==> src/core/osc_pkg.sv <==
// constants, field positions and carrier types of the oscillator control block
// assumes a 32-bit AXI4-Lite register bus and 16-bit registers in the low bits
package osc_pkg;
   localparam int ADDR_W = 4;
   localparam int REG_W = 16;
   localparam int SRC_W = 3;
   // register byte offsets
   localparam logic [ADDR_W-1:0] OFS_CTRL = 4'h0;
   localparam logic [ADDR_W-1:0] OFS_IRQ_STAT = 4'h4;
   localparam logic [ADDR_W-1:0] OFS_IRQ_MASK = 4'h8;
   // oscillator_control field positions
   localparam int B_SWITCH_EN = 0;
   localparam int B_SECONDARY_OSCILLATOR_EN = 1;
   localparam int B_SECONDARY_OSCILLATOR_DRV = 2;
   localparam int B_CLK_FAIL = 3;
   localparam int B_PLL_LOCK = 5;
   localparam int B_SEL_LOCK = 7;
   localparam int B_NEW_SRC_LO = 8;
   localparam int B_CUR_SRC_LO = 12;
   localparam int NUM_EVT = 3;
   // interrupt status layout
   localparam int E_SW_DONE = 0;
   localparam int E_CLK_FAIL = 1;
   localparam int E_PLL_LOCK = 2;
   localparam logic [NUM_EVT-1:0] EVT_RESET = 3'h0;
   localparam logic [1:0] RESP_OKAY = 2'h0;
   localparam logic [1:0] RESP_SLVERR = 2'h2;
   // source codes that run through the pll
   localparam logic [SRC_W-1:0] SRC_PLL_A = 3'h1;
   localparam logic [SRC_W-1:0] SRC_PLL_B = 3'h3;

   typedef enum logic [0:0] {SW_IDLE, SW_BUSY} osc_sw_e;

   // one register write as presented by the bus slave
   typedef struct packed {
      logic en;
      logic [ADDR_W-1:0] addr;
      logic [31:0] data;
      logic [3:0] strb;
   } osc_wr_s;

   // pll and monitor status coming from the far side
   typedef struct packed {
      logic pll_enabled;
      logic pll_locked;
      logic pll_timer_done;
      logic fail_detect;
   } osc_stat_s;
endpackage

==> src/core/osc_axil_slave.sv <==
// AXI4-Lite slave front end: one write and one read in flight
// assumes the register decode answers combinationally on wr_ok/rd_ok/rd_data
`timescale 1ns/1ns
module osc_axil_slave
   import osc_pkg::*;
(
   input wire logic clk,
   input wire logic reset,
   input wire logic [31:0] s_awaddr,
   input wire logic s_awvalid,
   output logic s_awready,
   input wire logic [31:0] s_wdata,
   input wire logic [3:0] s_wstrb,
   input wire logic s_wvalid,
   output logic s_wready,
   output logic [1:0] s_bresp,
   output logic s_bvalid,
   input wire logic s_bready,
   input wire logic [31:0] s_araddr,
   input wire logic s_arvalid,
   output logic s_arready,
   output logic [31:0] s_rdata,
   output logic [1:0] s_rresp,
   output logic s_rvalid,
   input wire logic s_rready,
   output osc_pkg::osc_wr_s wr,
   input wire logic wr_ok,
   output logic [osc_pkg::ADDR_W-1:0] rd_addr,
   input wire logic rd_ok,
   input wire logic [31:0] rd_data
);
   import osc_pkg::*;

   logic aw_full_r, aw_full_nxt, w_full_r, w_full_nxt;
   logic [ADDR_W-1:0] awaddr_r, awaddr_nxt;
   logic [31:0] wdata_r, wdata_nxt, rdata_r, rdata_nxt;
   logic [3:0] wstrb_r, wstrb_nxt;
   logic bvalid_r, bvalid_nxt, rvalid_r, rvalid_nxt;
   logic [1:0] bresp_r, bresp_nxt, rresp_r, rresp_nxt;
   logic do_wr;

   // address and data are caught separately so either may come first
   assign s_awready = !aw_full_r;
   assign s_wready = !w_full_r;
   assign s_arready = !rvalid_r;
   assign do_wr = aw_full_r && w_full_r && !bvalid_r;
   assign rd_addr = s_araddr[ADDR_W-1:0];
   assign wr = '{en: do_wr, addr: awaddr_r, data: wdata_r, strb: wstrb_r};
   assign s_bvalid = bvalid_r;
   assign s_bresp = bresp_r;
   assign s_rvalid = rvalid_r;
   assign s_rresp = rresp_r;
   assign s_rdata = rdata_r;

   // next state of both channels
   always_comb
   begin
      aw_full_nxt = aw_full_r;
      w_full_nxt = w_full_r;
      awaddr_nxt = awaddr_r;
      wdata_nxt = wdata_r;
      wstrb_nxt = wstrb_r;
      bvalid_nxt = bvalid_r;
      bresp_nxt = bresp_r;
      rvalid_nxt = rvalid_r;
      rresp_nxt = rresp_r;
      rdata_nxt = rdata_r;
      if (s_awvalid && !aw_full_r)
      begin
         aw_full_nxt = 1'b1;
         awaddr_nxt = s_awaddr[ADDR_W-1:0];
      end
      if (s_wvalid && !w_full_r)
      begin
         w_full_nxt = 1'b1;
         wdata_nxt = s_wdata;
         wstrb_nxt = s_wstrb;
      end
      if (do_wr)
      begin
         aw_full_nxt = 1'b0;
         w_full_nxt = 1'b0;
         bvalid_nxt = 1'b1;
         bresp_nxt = wr_ok ? RESP_OKAY : RESP_SLVERR;
      end
      else if (bvalid_r && s_bready)
         bvalid_nxt = 1'b0;
      if (s_arvalid && !rvalid_r)
      begin
         rvalid_nxt = 1'b1;
         rresp_nxt = rd_ok ? RESP_OKAY : RESP_SLVERR;
         rdata_nxt = rd_data;
      end
      else if (rvalid_r && s_rready)
         rvalid_nxt = 1'b0;
   end

   always_ff @(posedge clk)
   begin
      if (reset)
      begin
         aw_full_r <= 1'b0;
         w_full_r <= 1'b0;
         awaddr_r <= '0;
         wdata_r <= '0;
         wstrb_r <= '0;
         bvalid_r <= 1'b0;
         bresp_r <= RESP_OKAY;
         rvalid_r <= 1'b0;
         rresp_r <= RESP_OKAY;
         rdata_r <= '0;
      end
      else
      begin
         aw_full_r <= aw_full_nxt;
         w_full_r <= w_full_nxt;
         awaddr_r <= awaddr_nxt;
         wdata_r <= wdata_nxt;
         wstrb_r <= wstrb_nxt;
         bvalid_r <= bvalid_nxt;
         bresp_r <= bresp_nxt;
         rvalid_r <= rvalid_nxt;
         rresp_r <= rresp_nxt;
         rdata_r <= rdata_nxt;
      end
   end
endmodule

==> src/core/osc_switch_seq.sv <==
// clock switch sequencer: holds a request to the oscillator side until acknowledged
// assumes sw_ack is a one-cycle pulse from the clock-source multiplexer
`timescale 1ns/1ns
module osc_switch_seq
   import osc_pkg::*;
(
   input wire logic clk,
   input wire logic reset,
   input wire logic start,
   input wire logic sw_ack,
   output logic busy,
   output logic done
);
   import osc_pkg::*;

   osc_sw_e state_r, state_nxt;

   // request stays up until the far side reports the new source running
   always_comb
   begin
      state_nxt = state_r;
      done = 1'b0;
      unique case (state_r)
         SW_IDLE:
            if (start)
               state_nxt = SW_BUSY;
         SW_BUSY:
            if (sw_ack)
            begin
               state_nxt = SW_IDLE;
               done = 1'b1;
            end
      endcase
   end

   always_ff @(posedge clk)
   begin
      if (reset)
         state_r <= SW_IDLE;
      else
         state_r <= state_nxt;
   end

   assign busy = (state_r == SW_BUSY);
endmodule

==> src/core/osc_ctrl.sv <==
// oscillator control and status register with switch sequencing and interrupts
// assumes configuration straps are static after reset and status inputs are
// synchronous to clk
`timescale 1ns/1ns

// Overview of operation
// - monitor on and lock set: selections frozen
// - monitor on, lock clear: switching allowed
// - monitor off: never locked, switching allowed
// - lock status one when locked or timer done
// - lock status zero when unlocked, counting, disabled
// - lock status forced zero during switch, non-pll
// - fail flag set on detected clock failure
// - drive bit one forces high-power oscillator
// - drive bit ignored for digital clock input
// - enable bit runs secondary 32 kHz oscillator
// - writing switch enable moves to new source
// - switch enable clears when switch finishes
// - unimplemented bits ignore writes, read zero
module osc_ctrl
   import osc_pkg::*;
(
   input wire logic clk,
   input wire logic reset,
   input wire logic [31:0] s_awaddr,
   input wire logic s_awvalid,
   output logic s_awready,
   input wire logic [31:0] s_wdata,
   input wire logic [3:0] s_wstrb,
   input wire logic s_wvalid,
   output logic s_wready,
   output logic [1:0] s_bresp,
   output logic s_bvalid,
   input wire logic s_bready,
   input wire logic [31:0] s_araddr,
   input wire logic s_arvalid,
   output logic s_arready,
   output logic [31:0] s_rdata,
   output logic [1:0] s_rresp,
   output logic s_rvalid,
   input wire logic s_rready,
   input wire logic monitor_config_bit,
   input wire logic secondary_osc_source_cfg,
   input wire logic secondary_osc_power_cfg,
   input wire logic [osc_pkg::SRC_W-1:0] initial_source_cfg,
   input wire osc_pkg::osc_stat_s stat,
   input wire logic switch_ack,
   output logic switch_req,
   output logic [osc_pkg::SRC_W-1:0] switch_source,
   output logic pll_enable,
   output logic secondary_osc_run,
   output logic secondary_osc_high_power,
   output logic irq
);
   import osc_pkg::*;

   // true when the selected source runs through the pll
   function automatic logic uses_pll(input logic [SRC_W-1:0] src);
      uses_pll = (src == SRC_PLL_A) || (src == SRC_PLL_B);
   endfunction

   osc_wr_s wr;
   logic [ADDR_W-1:0] rd_addr;
   logic wr_ok, rd_ok;
   logic [31:0] rd_data;
   logic sel_lock_r, sel_lock_nxt;
   logic secondary_oscillator_en_r, secondary_oscillator_en_nxt;
   logic secondary_oscillator_drv_r, secondary_oscillator_drv_nxt;
   logic fail_r, fail_nxt;
   logic [SRC_W-1:0] new_src_r, new_src_nxt;
   logic [SRC_W-1:0] cur_src_r, cur_src_nxt;
   logic pll_lock_r, pll_lock_nxt;
   logic [NUM_EVT-1:0] evt_stat_r, evt_stat_nxt;
   logic [NUM_EVT-1:0] evt_mask_r, evt_mask_nxt;
   logic [NUM_EVT-1:0] evt_set;
   logic locked, wr_ctrl, wr_stat, wr_mask, lo_en, hi_en;
   logic start, sw_busy, sw_done, pll_lock_now;
   logic [REG_W-1:0] ctrl_view;

   osc_axil_slave u_bus (
      .clk(clk),
      .reset(reset),
      .s_awaddr(s_awaddr),
      .s_awvalid(s_awvalid),
      .s_awready(s_awready),
      .s_wdata(s_wdata),
      .s_wstrb(s_wstrb),
      .s_wvalid(s_wvalid),
      .s_wready(s_wready),
      .s_bresp(s_bresp),
      .s_bvalid(s_bvalid),
      .s_bready(s_bready),
      .s_araddr(s_araddr),
      .s_arvalid(s_arvalid),
      .s_arready(s_arready),
      .s_rdata(s_rdata),
      .s_rresp(s_rresp),
      .s_rvalid(s_rvalid),
      .s_rready(s_rready),
      .wr(wr),
      .wr_ok(wr_ok),
      .rd_addr(rd_addr),
      .rd_ok(rd_ok),
      .rd_data(rd_data)
   );

   osc_switch_seq u_seq (
      .clk(clk),
      .reset(reset),
      .start(start),
      .sw_ack(switch_ack),
      .busy(sw_busy),
      .done(sw_done)
   );

   // address decode for the three words; anything else answers with an error
   assign wr_ctrl = wr.en && (wr.addr == OFS_CTRL);
   assign wr_stat = wr.en && (wr.addr == OFS_IRQ_STAT);
   assign wr_mask = wr.en && (wr.addr == OFS_IRQ_MASK);
   assign wr_ok = (wr.addr == OFS_CTRL) || (wr.addr == OFS_IRQ_STAT)
      || (wr.addr == OFS_IRQ_MASK);
   assign rd_ok = (rd_addr == OFS_CTRL) || (rd_addr == OFS_IRQ_STAT)
      || (rd_addr == OFS_IRQ_MASK);
   assign lo_en = wr_ctrl && wr.strb[0];
   assign hi_en = wr_ctrl && wr.strb[1];

   // the lock only counts while the clock monitor is configured on
   assign locked = monitor_config_bit && sel_lock_r;

   // a switch starts only from idle and never while locked
   assign start = lo_en && wr.data[B_SWITCH_EN] && !locked && !sw_busy;

   // raw lock status, qualified by pll in use and no switch under way
   assign pll_lock_now = stat.pll_enabled && (stat.pll_locked || stat.pll_timer_done)
      && uses_pll(cur_src_r) && !sw_busy;

   // control fields written by software
   always_comb
   begin
      sel_lock_nxt = sel_lock_r;
      secondary_oscillator_en_nxt = secondary_oscillator_en_r;
      secondary_oscillator_drv_nxt = secondary_oscillator_drv_r;
      new_src_nxt = new_src_r;
      if (lo_en)
      begin
         sel_lock_nxt = wr.data[B_SEL_LOCK];
         secondary_oscillator_en_nxt = wr.data[B_SECONDARY_OSCILLATOR_EN];
         secondary_oscillator_drv_nxt = wr.data[B_SECONDARY_OSCILLATOR_DRV];
      end
      // source field frozen while locked or mid-switch so the target cannot move
      if (hi_en && !locked && !sw_busy)
         new_src_nxt = wr.data[B_NEW_SRC_LO +: SRC_W];
   end

   // current source follows the target once the far side acknowledges
   always_comb
   begin
      cur_src_nxt = cur_src_r;
      if (sw_done)
         cur_src_nxt = new_src_r;
   end

   // failure flag: hardware set beats a software clear in the same cycle
   always_comb
   begin
      fail_nxt = fail_r;
      if (lo_en && !wr.data[B_CLK_FAIL])
         fail_nxt = 1'b0;
      if (stat.fail_detect)
         fail_nxt = 1'b1;
   end

   always_comb
   begin
      pll_lock_nxt = pll_lock_now;
   end

   // sticky event bits, write one to clear, set wins over clear
   assign evt_set[E_SW_DONE] = sw_done;
   assign evt_set[E_CLK_FAIL] = stat.fail_detect && !fail_r;
   assign evt_set[E_PLL_LOCK] = pll_lock_now && !pll_lock_r;

   always_comb
   begin
      evt_stat_nxt = evt_stat_r;
      evt_mask_nxt = evt_mask_r;
      if (wr_stat && wr.strb[0])
         evt_stat_nxt = evt_stat_r & ~wr.data[NUM_EVT-1:0];
      evt_stat_nxt = evt_stat_nxt | evt_set;
      if (wr_mask && wr.strb[0])
         evt_mask_nxt = wr.data[NUM_EVT-1:0];
   end

   // the initial source strap is taken at reset, which is synchronous here
   always_ff @(posedge clk)
   begin
      if (reset)
      begin
         sel_lock_r <= 1'b0;
         secondary_oscillator_en_r <= 1'b0;
         secondary_oscillator_drv_r <= 1'b0;
         fail_r <= 1'b0;
         new_src_r <= initial_source_cfg;
         cur_src_r <= initial_source_cfg;
         pll_lock_r <= 1'b0;
         evt_stat_r <= EVT_RESET;
         evt_mask_r <= EVT_RESET;
      end
      else
      begin
         sel_lock_r <= sel_lock_nxt;
         secondary_oscillator_en_r <= secondary_oscillator_en_nxt;
         secondary_oscillator_drv_r <= secondary_oscillator_drv_nxt;
         fail_r <= fail_nxt;
         new_src_r <= new_src_nxt;
         cur_src_r <= cur_src_nxt;
         pll_lock_r <= pll_lock_nxt;
         evt_stat_r <= evt_stat_nxt;
         evt_mask_r <= evt_mask_nxt;
      end
   end

   // register view; bits not assigned stay zero
   always_comb
   begin
      ctrl_view = '0;
      ctrl_view[B_SWITCH_EN] = sw_busy;
      ctrl_view[B_SECONDARY_OSCILLATOR_EN] = secondary_oscillator_en_r;
      ctrl_view[B_SECONDARY_OSCILLATOR_DRV] = secondary_oscillator_drv_r;
      ctrl_view[B_CLK_FAIL] = fail_r;
      // registered lock lags by a cycle, so mask it the moment a switch begins
      ctrl_view[B_PLL_LOCK] = pll_lock_r && !sw_busy;
      ctrl_view[B_SEL_LOCK] = sel_lock_r;
      ctrl_view[B_NEW_SRC_LO +: SRC_W] = new_src_r;
      ctrl_view[B_CUR_SRC_LO +: SRC_W] = cur_src_r;
   end

   always_comb
   begin
      rd_data = '0;
      unique case (rd_addr)
         OFS_CTRL: rd_data[REG_W-1:0] = ctrl_view;
         OFS_IRQ_STAT: rd_data[NUM_EVT-1:0] = evt_stat_r;
         OFS_IRQ_MASK: rd_data[NUM_EVT-1:0] = evt_mask_r;
         default: rd_data = '0;
      endcase
   end

   // outputs toward the oscillators and pll
   assign switch_req = sw_busy;
   assign switch_source = new_src_r;
   assign pll_enable = uses_pll(cur_src_r);
   assign secondary_osc_run = secondary_oscillator_en_r;
   // a digital clock input has no drive stage, so drive choice is moot there
   assign secondary_osc_high_power = secondary_osc_source_cfg
      && (secondary_oscillator_drv_r || secondary_osc_power_cfg);
   assign irq = |(evt_stat_r & evt_mask_r);
endmodule

==> config.mk <==
export PLATFORM = sky130hd
export DESIGN_NAME = osc_ctrl
export DESIGN_NICKNAME = d
export VERILOG_FILES = /design/src/core/osc_pkg.sv /design/src/core/osc_axil_slave.sv /design/src/core/osc_switch_seq.sv /design/src/core/osc_ctrl.sv
export SDC_FILE = /design/constraint.sdc
export NUM_CORES = 1
export LEC_CHECK = 0
export CORE_ASPECT_RATIO = 0.6
export CORE_MARGIN = 4
export CORE_UTILIZATION = 45
export CTS_CLUSTER_SIZE = 10
export DETAILED_ROUTE_END_ITERATION = 7
export DONT_BUFFER_PORTS = 1
export PLACE_DENSITY_LB_ADDON = 0.1
export SLEW_MARGIN = 20
export SYNTH_ARGS = -nofsm -noshare
export SYNTH_HDL_FRONTEND = slang
export SYNTH_SLANG_ARGS = --single-unit
==> constraint.sdc <==
create_clock -name clk -period 2.55 [get_ports clk]
set_input_delay 0.765 -clock clk [delete_from_list [all_inputs] [get_ports clk]]
set_output_delay 0.765 -clock clk [all_outputs]
set_load 0.05 [all_outputs]
# Word-level counts from Yosys, hierarchy flattened
# Index checks and enable logic that the tools add are counted.
# classes
shifts	0
order_cmp	0
div_mod_pow	0
n_reduce_logical	53
multipliers	0
muxes	20
n_eq_ne	6
bitwise_logic	5
add_sub_neg	0
# ops
op	n
logical AND 1 bit	28
2-to-1 mux 3 bit	5
2-to-1 mux 12 bit	1
2-to-1 mux 1 bit	10
nonzero test 2 bit	5
zero test 1 bit	9
case mux 3 bit (3 select lines)	1
== test 4 x 3 -> 1 bit, second input constant	2
== test 4 bit, second input constant	2
zero test 4 bit	2
logical OR 1 bit	7
bitwise AND 3 bit	2
2-to-1 mux 2 bit	2
== test 3 x 1 -> 1 bit, second input constant	1
== test 3 x 2 -> 1 bit, second input constant	1
inverter 3 bit	1
bitwise OR 3 bit	1
OR reduction 3 bit	1
case mux 1 bit (2 select lines)	1
OR reduction 2 bit	1
inverter 1 bit	1
# word_totals
latch_bits	0
mem_bits_rw	0
memories	0
reg_bits	59
rom_bits	0
elab_cells	104
input_bits	118
out_inout_bits	49

# Longest topological paths before layout
# depth
word_depth	9
depth_mapped	5
depth_no_buf	3

# Hierarchy
# Synthesis repeated with hierarchy kept, for this count alone.
# unflattened
cells_unflattened	467
area_unflattened_um2	3896.2
# modules_own_cells
module	seq_area_each_um2	instances	cells_each	area_each_um2
osc_axil_slave	1561.5	1	347	2805.2
osc_ctrl	400.4	1	115	1042.2
osc_switch_seq	20.0	1	5	48.8

# Least setup slack after synthesis
# Ideal clock, no wire load.
# synth_timing
kind	input to output
start	input secondary_osc_source_cfg
end	output secondary_osc_high_power
path_stages	1
n_path_buf	0
required_time_ps	1785
path_slack_ps	621
t_arrival_ps	1164
cell_sequence	o21a_1
# synth_between
elab_chain_len	1
# synth_rtl
element	line_no	text
from (decl)	osc_ctrl.sv:43	input wire logic secondary_osc_source_cfg,
logical AND 1 bit	osc_ctrl.sv:256	&& (secondary_oscillator_drv_r || secondary_osc_power_cfg);
to (decl)	osc_ctrl.sv:52	output logic secondary_osc_high_power,
# Every way passes these cells.

# Final worst setup path
# layout_timing
start	register u_bus.rvalid_r (netlist: u_bus.s_rvalid)
end	output s_arready
# layout_between
elab_chain_len	1
# layout_rtl
element	line_no	text
from (decl)	osc_axil_slave.sv:38	logic bvalid_r, bvalid_nxt, rvalid_r, rvalid_nxt;
from (signal assigned)	osc_axil_slave.sv:122	rvalid_r <= rvalid_nxt;
zero test 1 bit	osc_axil_slave.sv:45	assign s_arready = !rvalid_r;
to (decl)	osc_ctrl.sv:37	output logic s_arready,
# Every way passes these cells.

==> impl.org <==
** Place
- Final estimated routing congestion in global placement :: 0.744
- Number of buffers added on ports :: 0
- Hpwl dp :: 3.74 mm
- Number of instances in the placed design :: 295

** Critical path
- The cell family contributing the most delay on the critical path is flip-flops.
- The number of buffers and inverters on the critical path is 1.
- Worst-path fanout max :: 6
- The critical path starts at u_bus.s_rvalid.
- The worst setup path is launched from a register.
- Slowest cell on crit path :: dfxtp_1
- STA classifies the critical path endpoint as an output port.
- By startpoint and endpoint, the worst setup path is classified as reg2out.
- Critical path cell sequence :: inv_1
- The startpoint identified for the worst register-to-register timing path is u_bus.awaddr_r[3].
- In this run the number of cells on the critical path is 1.
- STA puts the critical path data arrival time at 1.45 ns.
- The worst register-to-register path ends at evt_stat_r[0].
- Worst stage delay on the critical path :: 0.74 ns
- STA puts the critical path data required time at 1.79 ns.
- The setup check on the worst reg-to-reg path leaves a slack of 0.66 ns.
- In this run the worst setup path terminates at s_arready.
- For the worst flop-to-flop path, the logic depth is 3.

** Global routing
- Total routing resource utilization after global routing :: 15.4%
- Wire length of the first global-routing pass :: 7.42 mm
- Number of global-route vias before repair :: 1,449
- Number of antenna violations at the first check in global routing :: 0
- Remaining global-route overflow :: 0
- Pin count of the biggest net entering global routing :: 39

** CTS
- Max Root-Sink Buffers :: 2
- CTS built an H-tree with a depth of 2.
- Number of buffers created by CTS :: 5
- Worst-skew pair later-pin latency :: 0.31 ns
- TritonCTS built the clock tree.
- Reg clk slew, reported paths :: 0.09 ns
- CTS-repair resized insts :: 0
- Root buf cell :: clkbuf_8
- Num Clock Sinks :: 50
- Post-CTS setup buffer count :: 0
- CTS Hold Bufs :: 0

** Power
- Power share of the sequential group :: 58.1%
- For this design the ratio of total power to cell area is 679 nW/um^2.
- Reported net switching power :: 0.467 mW
- Across the VDD grid, the largest voltage drop is 0.000265 V.
- Clock share of power :: 29.6%
- For this design the static power due to leakage is 0.860 nW.
- Cell internal power was estimated by the tool at 1.07 mW.
- Proportion of power drawn by combinational gates :: 12.3%
- Switching share of power :: 30.4%

** Cells and area
- Proportion of layout cells with a drive suffix above 1 :: 5.83%
- The area growth from synthesis to layout is 1.40%.
- After filler insertion, the fill cell instance count of the layout stands at 488.
- Layout Cells excl Fill :: 303
- Layout Nets :: 357
- The number of antenna diodes in the final layout is 0.

** Logic synthesis
- For this run, the number of Yosys warnings is 0.
- After synthesis the cells add up to 2230 sq um.
- Yosys mapped a number of flops with a built-in enable equal to 6.
- Main flop type after synthesis :: dfxtp_1
- For this run, the register share of the synthesized area comes to 47.5%.
- A synthesized cell averages 9.11 sq um.
- Synth unique cells :: 36
- Synthesis produced a netlist whose cell count is 245.
- For this run, asynchronously set or reset flops after synthesis account for 0%.
- The synthesized design contains 50 register bits.

** Worst hold path
- The worst hold path belongs to the class reg2reg.

** Routing
- The detailed router finished its first iteration with 78 violations.
- DRC viols :: 0
- Antenna Nets Post-Route :: 0
- Dividing the detail-routed via count by the number of cells gives 5.15.
- Before antenna repair, the detailed router went through 4 iterations.
- Dividing the detail-routed wire length by the instance count gives 16.0 um.
- Vias post-DR :: 1,561
- After detailed routing, the total wire length is 4.85 mm.

** STA
- Final worst path period need :: 2.22 ns
- Total Neg Setup Slack :: 0 ns
- Max_slew headroom :: 52.0%
- Clock Skews :: 0.0106 ns
- Number of setup violations in the final report :: 0
- Fmax :: 451 MHz
- Worst Tran Pin Value :: 0.710 ns
- In the finished design, the share of the clock period the worst path needs comes to 86.9%.
- Number of endpoints with negative hold slack in the final report :: 0
- Max Slew Vio Count :: 0
- Setup repair after global routing missed its margin :: false

** Floorplan
- The initial utilization of the core area, before any placement, comes to 47.7%.
- Boundary Pins :: 167
- Area of the core :: 4680 sq um
- The die is 62.6 um tall.
- Die area :: 6190 sq um
- Die Span X :: 98.9 um
- Placement Rows :: 19

** Job
- Maximum Capacitance Violations :: 0

** Outcome
- The flow ran to the end, and the final reports show no timing, DRC or antenna violations.
kinds of logic (layout without fill, tap and decap cells):
logic type	Yosys count	count (layout)	synth area share (%)
AOI/OAI and AO/OA	54	54	16.4
buffers and inverters	51	25	12.8
muxes	12	12	5.38
and+or+nand+nor	77	77	17.8
DFF	50	50	47.5
other	1	22	0.168
cells in the mapped netlist, types with 2 or more instances:
master / n / share of area, %
inv_1: 14 / 2.4
clkbuf_1: 10 / 1.7
nor2_1: 14 / 2.4
o211ai_1: 2 / 0.67
nor2b_1: 6 / 1.7
o21ai_0: 12 / 2.7
a211oi_1: 2 / 0.67
a22o_1: 8 / 3.1
a32o_1: 4 / 1.8
a21oi_1: 16 / 3.6
nand2b_1: 2 / 0.56
edfxtp_1: 6 / 8.1
a311oi_1: 2 / 0.78
nor4b_1: 4 / 1.6
nand3b_1: 3 / 1.0
buf_1: 2 / 0.34
buf_4: 25 / 8.4
nand2_1: 39 / 6.6
mux2i_1: 12 / 5.4
o21a_1: 3 / 1.0
dfxtp_1: 44 / 39
state kept, by name, summed over array words and instances (netlist names), 2 cells and up:
register / cells
evt_mask_r: 3
u_bus.wstrb_r: 2
evt_stat_r: 3
switch_source: 3
u_bus.s_rdata: 12
u_bus.wdata_r: 8
u_bus.awaddr_r: 4
cur_src_r: 3
through the flow:
step	cell area (sq um)	power, mW	hold slack, ns	utilization, %	worst slack, ns
after floorplan	2310	1.11	0.436	-	0.621
after global placement	2180	1.10	0.440	46.5	0.578
after detailed placement	2180	1.10	0.443	46.5	0.564
after CTS	2260	1.55	0.457	48.3	0.328
after global routing	2260	1.60	0.484	48.3	0.271
final	2260	1.54	0.454	48.3	0.335
cell type report:
type	count	area [sq um]	share of cell area [%]
Sequential cell	50	1060	46.9
Multi-Input combinational cell	165	965	42.6
Tap cell	63	78.8	3.48
Clock buffer	7	76.3	3.37
Inverter	14	52.6	2.32
Timing Repair Buffer	3	22.5	0.995
Clock inverter	1	7.51	0.332
cells in the final DEF (no fill, tap or decap), drive strengths merged, types with 2 or more instances in the layout:
| master | Yosys | routed |
|---|---|---|
| mux2i | 12 | 12 |
| a211oi | 3 | 3 |
| conb | 1 | 22 |
| nand2b | 2 | 2 |
| o21ai | 12 | 12 |
| nor4b | 4 | 4 |
| nand2 | 39 | 39 |
| o21a | 3 | 3 |
| o211ai | 2 | 2 |
| a21oi | 16 | 16 |
| buf | 27 | 3 |
| a22o | 8 | 8 |
| dfxtp | 44 | 44 |
| a311oi | 2 | 2 |
| nand3b | 3 | 3 |
| inv | 14 | 14 |
| a32o | 4 | 4 |
| clkbuf | 10 | 7 |
| nor2 | 14 | 14 |
| edfxtp | 6 | 6 |
| nor2b | 6 | 6 |
worst min path at each step:
stage / startpoint / end / cells after the start
final: u_bus.wdata_r[10] / u_bus.wdata_r[10] / 2
after global routing: u_bus.wdata_r[10] / u_bus.wdata_r[10] / 2
after CTS: u_bus.wdata_r[8] / u_bus.wdata_r[8] / 2
after detailed placement: u_bus.wdata_r[8] / u_bus.wdata_r[8] / 2
after global placement: u_bus.wdata_r[8] / u_bus.wdata_r[8] / 2
after floorplan: u_bus.wdata_r[3] / u_bus.wdata_r[3] / 2
tightest hold or removal path, stage by stage (launching register included):
cell and delay, ns:
dfxtp_1 0.32, nand2_1 0.05, a21oi_1 0.05
routing by layer:
layer / share of wire, % / vias up / GRT usage (%)
met1: 52 / 711 / 23.1
li1: - / 789 / -
met3: 7.6 / 7 / 5.24
met2: 39 / 54 / 20.1
met4: 1.2 / 0 / 5.11
met5: 0 / - / 0
power groups by stage:
stage	Combinational, mW	Sequential, mW	Clock [mW]
floorplan	0.224	0.888	0
global placement	0.187	0.911	0
detailed placement	0.190	0.911	0
CTS	0.190	0.893	0.463
global route	0.207	0.899	0.492
finish	0.189	0.893	0.454
Power figures use the tool's default switching activity.
